<file path="src/inc/acs_pkg.sv">
// Constants, types and register map of the converter sleep/result block.
// Assumes an APB master at 40 MHz and an analog core reached by start/done pins.
// Contract
// - Sleep in idle or low-noise mode with converter ready starts a conversion.
// - Undisturbed sleep conversion wakes the processor through its done interrupt.
// - Earlier wake lets conversion finish and still raise its done request.
// - Other sleep modes leave the converter enable state untouched.
// - After done flag sets, result stays held in low and high result bytes.
// - Single-ended result is unsigned 10-bit, 0x000 ground to 0x3FF.
// - Differential result is two's complement 0x200 to 0x1FF, saturating.
// - Bit nine of a differential result is the sign bit.
// - Right align: low byte bits 7..0, high byte bits 9..8; left: high 9..2.
// - Left-align bit set gives left adjust, cleared gives right adjust.
// - Changing left-align alters the result bytes at once, even mid-conversion.
`default_nettype none
package acs_pkg;
  localparam logic [11:0] ACS_ADDR_CTRL   = 12'h000;
  localparam logic [11:0] ACS_ADDR_STATUS = 12'h004;
  localparam logic [11:0] ACS_ADDR_MASK   = 12'h008;
  localparam logic [11:0] ACS_ADDR_LOW    = 12'h00C;
  localparam logic [11:0] ACS_ADDR_HIGH   = 12'h010;
  localparam logic [11:0] ACS_ADDR_SLEEP  = 12'h014;
  // Control bit positions
  localparam int ACS_CTRL_EN    = 0;
  localparam int ACS_CTRL_START = 1;
  localparam int ACS_CTRL_IE    = 2;
  localparam int ACS_CTRL_LEFT  = 3;
  localparam int ACS_CTRL_DIFF  = 4;
  localparam int ACS_CTRL_SINGLE = 5;
  // Status bits: done flag, woke-by-converter flag
  localparam int ACS_ST_DONE = 0;
  localparam int ACS_ST_WAKE = 1;
  localparam int ACS_ST_W    = 2;
  localparam logic [9:0] ACS_DIFF_MIN = 10'h200;
  localparam logic [9:0] ACS_DIFF_MAX = 10'h1FF;
  localparam logic [9:0] ACS_SE_MAX   = 10'h3FF;
  localparam int ACS_SIGN_BIT = 9;
  // Sleep mode codes written by the power controller
  typedef enum logic [2:0] {
    ACS_SLP_IDLE  = 3'h0,
    ACS_SLP_NOISE = 3'h1,
    ACS_SLP_DOWN  = 3'h2,
    ACS_SLP_SAVE  = 3'h3,
    ACS_SLP_STBY  = 3'h6,
    ACS_SLP_XSTBY = 3'h7
  } acs_sleep_e;
  typedef enum logic [1:0] {
    ACS_IDLE  = 2'b00,
    ACS_CONV  = 2'b01,
    ACS_HOLD  = 2'b11
  } acs_state_e;
  typedef struct packed {
    logic [31:0] prdata;
    logic        pready;
    logic        pslverr;
  } acs_apb_rsp_s;
  typedef struct packed {
    acs_state_e          state;
    logic                enable;
    logic                irq_en;
    logic                left_align;
    logic                diff_mode;
    logic                single_mode;
    logic                asleep;
    logic                sleep_conv;
    logic [9:0]          result;
    logic [ACS_ST_W-1:0] status;
    logic [ACS_ST_W-1:0] mask;
    logic                conv_start;
    logic                wake;
    logic                irq;
    logic [7:0]          low_byte;
    logic [7:0]          high_byte;
    acs_apb_rsp_s        rsp;
  } acs_state_s;
endpackage
`default_nettype wire

</file>
<file path="src/logic/acs_ctrl.sv">
// Converter control: sleep-time start, done flag, result coding and alignment.
// Assumes a synchronous analog core answering conv_start with one done pulse and a raw code.
`default_nettype none
module acs_ctrl (
  input  wire logic        pclk,
  input  wire logic        presetn,
  input  wire logic        clk_en,
  input  wire logic        psel,
  input  wire logic        penable,
  input  wire logic        pwrite,
  input  wire logic [11:0] paddr,
  input  wire logic [31:0] pwdata,
  output var  logic [31:0] prdata,
  output var  logic        pready,
  output var  logic        pslverr,
  input  wire logic        sleep_req,
  input  wire logic [2:0]  sleep_mode,
  input  wire logic        core_halted,
  input  wire logic        other_wake,
  input  wire logic        analog_done,
  input  wire logic [10:0] analog_raw,
  output var  logic        conv_start,
  output var  logic        converter_enable,
  output var  logic        cpu_wake,
  output var  logic        irq,
  output var  logic [7:0]  result_low_byte,
  output var  logic [7:0]  result_high_byte
);
  acs_pkg::acs_state_s r;
  acs_pkg::acs_state_s next_r;

  logic       setup;
  logic       access;
  logic       quiet_sleep;
  logic [9:0] coded;
  logic [9:0] shown;
  localparam int ACS_ST_W_LOCAL = acs_pkg::ACS_ST_W;
  logic [ACS_ST_W_LOCAL-1:0] ev;

  // Raw code is 11-bit signed for differential so over-range can be clipped
  always_comb begin
    if (r.diff_mode) begin
      if ($signed(analog_raw) > $signed({1'b0, acs_pkg::ACS_DIFF_MAX})) begin
        coded = acs_pkg::ACS_DIFF_MAX;
      end else if ($signed(analog_raw) < $signed({1'b1, acs_pkg::ACS_DIFF_MIN})) begin
        coded = acs_pkg::ACS_DIFF_MIN;
      end else begin
        coded = analog_raw[9:0];
      end
    end else begin
      coded = analog_raw[10] ? 10'h000 :
              (analog_raw[10:0] > {1'b0, acs_pkg::ACS_SE_MAX}) ? acs_pkg::ACS_SE_MAX :
              analog_raw[9:0];
    end
  end

  assign setup       = psel && !penable;
  assign access      = psel && penable;
  assign quiet_sleep = sleep_mode == acs_pkg::ACS_SLP_IDLE ||
                       sleep_mode == acs_pkg::ACS_SLP_NOISE;
  assign shown       = r.result;

  always_comb begin
    next_r = r;
    next_r.conv_start = 1'b0;
    next_r.rsp.pready = 1'b0;
    ev = '0;

    // Wake state follows the sleep request; an outside wake ends it too
    if (sleep_req && core_halted) begin
      next_r.asleep = 1'b1;
    end
    // Dropping the sleep command also ends sleep, so a later entry can start again
    if (other_wake || r.wake || !sleep_req) begin
      next_r.asleep = 1'b0;
    end

    case (r.state)
      acs_pkg::ACS_IDLE: begin
        if (r.enable && sleep_req && core_halted && !r.asleep && quiet_sleep) begin
          next_r.conv_start = 1'b1;
          next_r.sleep_conv = 1'b1;
          next_r.state      = acs_pkg::ACS_CONV;
        end
      end
      acs_pkg::ACS_CONV: begin
        if (!r.enable) begin
          next_r.state      = acs_pkg::ACS_IDLE;
          next_r.sleep_conv = 1'b0;
        end else if (analog_done) begin
          // Completion runs regardless of an earlier wake
          next_r.result = coded;
          ev[acs_pkg::ACS_ST_DONE] = 1'b1;
          ev[acs_pkg::ACS_ST_WAKE] = r.sleep_conv && r.asleep && r.irq_en;
          next_r.state      = acs_pkg::ACS_HOLD;
          next_r.sleep_conv = 1'b0;
        end
      end
      acs_pkg::ACS_HOLD: begin
        // A software start or a new sleep entry restarts; sleep entry waits for sleep_req to drop first
        if (!sleep_req) begin
          next_r.state = acs_pkg::ACS_IDLE;
        end
      end
      default: next_r.state = acs_pkg::ACS_IDLE;
    endcase

    // Converter wakes processor when its done interrupt is enabled and a sleep-started conversion ends while still asleep
    next_r.wake = ev[acs_pkg::ACS_ST_WAKE];

    if (access && !r.rsp.pready) begin
      next_r.rsp.pready  = 1'b1;
      next_r.rsp.pslverr = 1'b0;
      next_r.rsp.prdata  = '0;
      case (paddr)
        acs_pkg::ACS_ADDR_CTRL: begin
          if (pwrite) begin
            // Deep sleep never touches this bit; only software does
            next_r.enable      = pwdata[acs_pkg::ACS_CTRL_EN];
            next_r.irq_en      = pwdata[acs_pkg::ACS_CTRL_IE];
            next_r.left_align  = pwdata[acs_pkg::ACS_CTRL_LEFT];
            next_r.diff_mode   = pwdata[acs_pkg::ACS_CTRL_DIFF];
            next_r.single_mode = pwdata[acs_pkg::ACS_CTRL_SINGLE];
            if (pwdata[acs_pkg::ACS_CTRL_START] && pwdata[acs_pkg::ACS_CTRL_EN] &&
                r.state != acs_pkg::ACS_CONV) begin
              next_r.conv_start = 1'b1;
              next_r.sleep_conv = 1'b0;
              next_r.state      = acs_pkg::ACS_CONV;
            end
          end else begin
            next_r.rsp.prdata[acs_pkg::ACS_CTRL_EN]     = r.enable;
            next_r.rsp.prdata[acs_pkg::ACS_CTRL_START]  = r.state == acs_pkg::ACS_CONV;
            next_r.rsp.prdata[acs_pkg::ACS_CTRL_IE]     = r.irq_en;
            next_r.rsp.prdata[acs_pkg::ACS_CTRL_LEFT]   = r.left_align;
            next_r.rsp.prdata[acs_pkg::ACS_CTRL_DIFF]   = r.diff_mode;
            next_r.rsp.prdata[acs_pkg::ACS_CTRL_SINGLE] = r.single_mode;
          end
        end
        acs_pkg::ACS_ADDR_STATUS: begin
          if (pwrite) begin
            next_r.status = r.status & ~pwdata[ACS_ST_W_LOCAL-1:0];
          end else begin
            next_r.rsp.prdata[ACS_ST_W_LOCAL-1:0] = r.status;
          end
        end
        acs_pkg::ACS_ADDR_MASK: begin
          if (pwrite) begin
            next_r.mask = pwdata[ACS_ST_W_LOCAL-1:0];
          end else begin
            next_r.rsp.prdata[ACS_ST_W_LOCAL-1:0] = r.mask;
          end
        end
        acs_pkg::ACS_ADDR_LOW: begin
          if (!pwrite) begin
            next_r.rsp.prdata[7:0] = r.low_byte;
          end
        end
        acs_pkg::ACS_ADDR_HIGH: begin
          if (!pwrite) begin
            next_r.rsp.prdata[7:0] = r.high_byte;
          end
        end
        acs_pkg::ACS_ADDR_SLEEP: begin
          if (!pwrite) begin
            next_r.rsp.prdata[0] = r.asleep;
            next_r.rsp.prdata[1] = r.sleep_conv;
          end
        end
        default: next_r.rsp.pslverr = 1'b1;
      endcase
    end

    // Set beats a same-cycle clear
    next_r.status = next_r.status | ev;

    // Bytes follow alignment at once, using the next align value
    if (next_r.left_align) begin
      next_r.high_byte = next_r.result[9:2];
      next_r.low_byte  = {next_r.result[1:0], 6'h00};
    end else begin
      next_r.high_byte = {6'h00, next_r.result[9:8]};
      next_r.low_byte  = next_r.result[7:0];
    end
    next_r.irq = |(next_r.status & next_r.mask);
  end

  always_ff @(posedge pclk or negedge presetn) begin
    if (!presetn) begin
      r <= '0;
    end else if (clk_en) begin
      r <= next_r;
    end
  end

  assign prdata           = r.rsp.prdata;
  assign pready           = r.rsp.pready;
  assign pslverr          = r.rsp.pslverr;
  assign conv_start       = r.conv_start;
  assign converter_enable = r.enable;
  assign cpu_wake         = r.wake;
  assign irq              = r.irq;
  assign result_low_byte  = r.low_byte;
  assign result_high_byte = r.high_byte;
endmodule
`default_nettype wire

</file>
<file path="config.mk">
export PLATFORM = sky130hd
export DESIGN_NAME = acs_ctrl
export DESIGN_NICKNAME = d
export VERILOG_FILES = /design/src/inc/acs_pkg.sv /design/src/logic/acs_ctrl.sv
export SDC_FILE = /design/constraint.sdc
export NUM_CORES = 1
export LEC_CHECK = 0
export BUFFER_PORTS_ARGS = -buffer_cell sky130_fd_sc_hd__clkbuf_2
export CAP_MARGIN = 20
export CORE_MARGIN = 1.5
export CORE_UTILIZATION = 51
export CTS_BUF_LIST = sky130_fd_sc_hd__clkbuf_8
export DETAILED_ROUTE_END_ITERATION = 8
export PLACE_DENSITY_LB_ADDON = 0.2
export SLEW_MARGIN = 20
export SYNTH_ARGS = -nofsm -noshare
export SYNTH_HDL_FRONTEND = slang
export SYNTH_SLANG_ARGS = --single-unit
</file>
<file path="constraint.sdc">
create_clock -name pclk -period 2.05 [get_ports pclk]
set_input_delay 0.5125 -clock pclk [delete_from_list [all_inputs] [get_ports pclk]]
set_output_delay 0.5125 -clock pclk [all_outputs]
set_load 0.02 [all_outputs]
</file>
==> flow_summary.ini <==
[run_status]
status = completed

[timing]
hold_viol_final = 0
finalCritPeriodShare_pct = 87.85
setup_slack_ns = 0.2492
finClkSkew_ns = 0.01235
worst_pin_slew_ns = 0.6101
fmax_mhz = 555.3
setup_viol = 0
setup_tns_ns = 0
maxSlewHeadroom_pct = 59.33
min_period_ns = 1.801
slew_viol_final = 0
rsz0062_at_grt = no

[global_routing]
met1_usage_pct = 31.29
first_global_vias = 2219
gr-usage-met3_pct = 4.494
track_usage_pct = 22.09
grt_first_pass_wirelength_mm = 11.02
antenna_found_initial = 0
busiest_layer = met2
grt_util_met2_pct = 34.67
grt_start_max_net_pins = 26
grt-ovfl-total = 0

[clocking]
clk_latency_ns = 0.32
htreeDepth = 2
root_buffer = clkbuf_8
clk_path_buf_depth = 2
clk_pin_slew_ns = 0.11
postCtsHoldBufs = 0
numCtsBuffers = 5
cts_tree = done
cts_setup_buffers = 0
cts.repair.resized = 0
clock-sinks = 52

[route]
vias_per_cell = 5.422
drc = 0
routedWlPerCell_um = 15.30
drt_iter0_markers = 153
ant_nets = 0
totalWireLength_mm = 6.826
drt_first_pass_iters = 4
via_count = 2418

[min_path]
hold_class = input pin to asynchronous set/reset pin

[cells_and_area]
finalInstanceArea_um2 = 3407
final_common_cell = clkbuf_2
layout_common_cells = clkbuf_2 (70), dfrtp_1 (52), conb_1 (24), nand2_1 (20)
final_net_count = 438
n_antenna_cell = 0
layout.cells.non_filler = 446
area_growth_pct = 9.270
drive_gt1_share_pct = 29.92

[yosys]
synth_xor_area_share_pct = 0
synth_compound_area_share_pct = 21.35
syn_avg_cell_area_um2 = 9.594
yosysWarnings = 0
netlist_instances = 325
synth_top_family_by_area = compound AO/OA/AOI/OAI gates
synth_edf_count = 0
mappedNetlistArea_um2 = 3118
ys_seq_area_share_pct = 41.73
synth_ff_type = dfrtp_1
ys_types = 49
yosys.area_share.simple_pct = 14.41
synth-adder-area-share_pct = 0.3210
yosys-mux-area-fraction_pct = 5.177
synth-seq-cells = 52
synthArstFlopShare_pct = 100.0

[power_and_ir_drop]
power_density_nw_per_um2 = 682.6
power_uw = 2325
ir_drop_v = 0.0003423
power_leakage_uw = 0.001637

[floorplanning]
die_w_um = 81.19
num_rows = 28
core_region_area_um2 = 5921
die-area_um2 = 6592
die_y_um = 81.19
start_util_pct = 52.66
io-pin-count = 122

[placed_design]
hpwl_mm = 5.238
port_buffers = 70
placed_cell_area_um2 = 3316
placedCellCount = 438
place.gp.congestion = 0.8403
place_ws_ns = 0.01835

[worst_setup_path]
worst_r2r_startpoint = pready
critical_path_arrival_ns = 2.00
startpoint = pready
cp-end-kind = register
path_class = register to register
worst-path-max-fanout = 6
required_ns = 2.25
startpoint_type = register

[flow_run]
cap_violations = 0
-- synth_stat cells, drive strengths merged (2+ instances only) --
library cell	n	area (µm²)
nand2b	3	18.77
nand3	11	55.05
buf	57	425.4
a21o	6	48.80
a22o	6	52.55
dfrtp	52	1301
o31ai	2	15.01
inv	13	48.80
o221ai	5	43.79
nand4	5	46.29
and3	3	20.02
mux2	5	56.30
nor3	2	10.01
o211ai	13	97.59
mux2i	6	60.06
o21ai	19	95.09
a21oi	19	95.09
a32oi	2	17.52
a31oi	2	12.51
and4b	4	43.79
nor2b	4	25.02
a22oi	4	30.03
nor3b	2	15.01
o2bb2ai	11	96.34
mux4	2	45.04
clkbuf	14	52.55
a32o	2	20.02
and2	2	15.02
nand2	20	75.07
nor2	18	67.56
-- per-layer routing --
layer,part of all wire (%),vias to the layer above,wire (µm)
met4,1.0,0,68
met1,48,1146,3251
met5,0,-,0
li1,-,1192,-
met3,4.5,8,308
met2,47,72,3198
-- final cells by class --
cell class | instances | area (µm²)
clock buffer | 5 | 68.82
clock inverter | 3 | 22.52
fill | 554 | 2514
inverter | 13 | 48.80
multi-input combinational | 212 | 1376
sequential | 52 | 1301
tap | 75 | 93.84
timing repair buffer | 86 | 495.5
-- final timing paths --
check | end | slack (ns) | depth (start not counted)
max | converter_enable | 0.25 | 4
min | result_high_byte[5] | 0.18 | 1
max reg2reg | converter_enable | 0.25 | 4
min reg2reg | prdata[6] | 0.49 | 2
max in group asynchronous | pslverr | 1.28 | 2
min in group pclk | r[70] | 0.43 | 2
-- flip-flops by register name, indices dropped and copies added (netlist names) --
register	cells
shown	10
conv_start	1
prdata	8
pslverr	1
cpu_wake	1
pready	1
r	12
converter_enable	1
result_low_byte	8
result_high_byte	8
irq	1
-- report_power, final --
group,switching (µW),leakage [µW],total [µW],internal [µW]
registers,82.5,0.000683,1210,1120
logic,312,0.000905,503,191
clock network,371,0.0000485,616,246
total,765,0.00164,2330,1560
-- critical path, stage by stage, from the launching register on --
cell     delay (ns)
dfrtp_1        0.40
and4b_4        0.34
and4_2         0.33
nand3_1        0.27
mux2_2         0.36
-- cells by family after synthesis --
group           count (synthesis)
other cells                     1
mux                            13
flops                          52
fa+ha+maj                       1
buf+inv                        84
simple gates                   79
compound gates                 95
-- per-stage QoR --
step                utilization [%]  hold slack [ns]
CTS                           57.54           0.2074
global placement              56.00           0.4553
global route                  57.54           0.2149
detailed placement            56.00           0.4653
floorplan                         -           0.2169
finish                        57.54           0.1839
No activity file was read; power rests on OpenSTA's default activity.
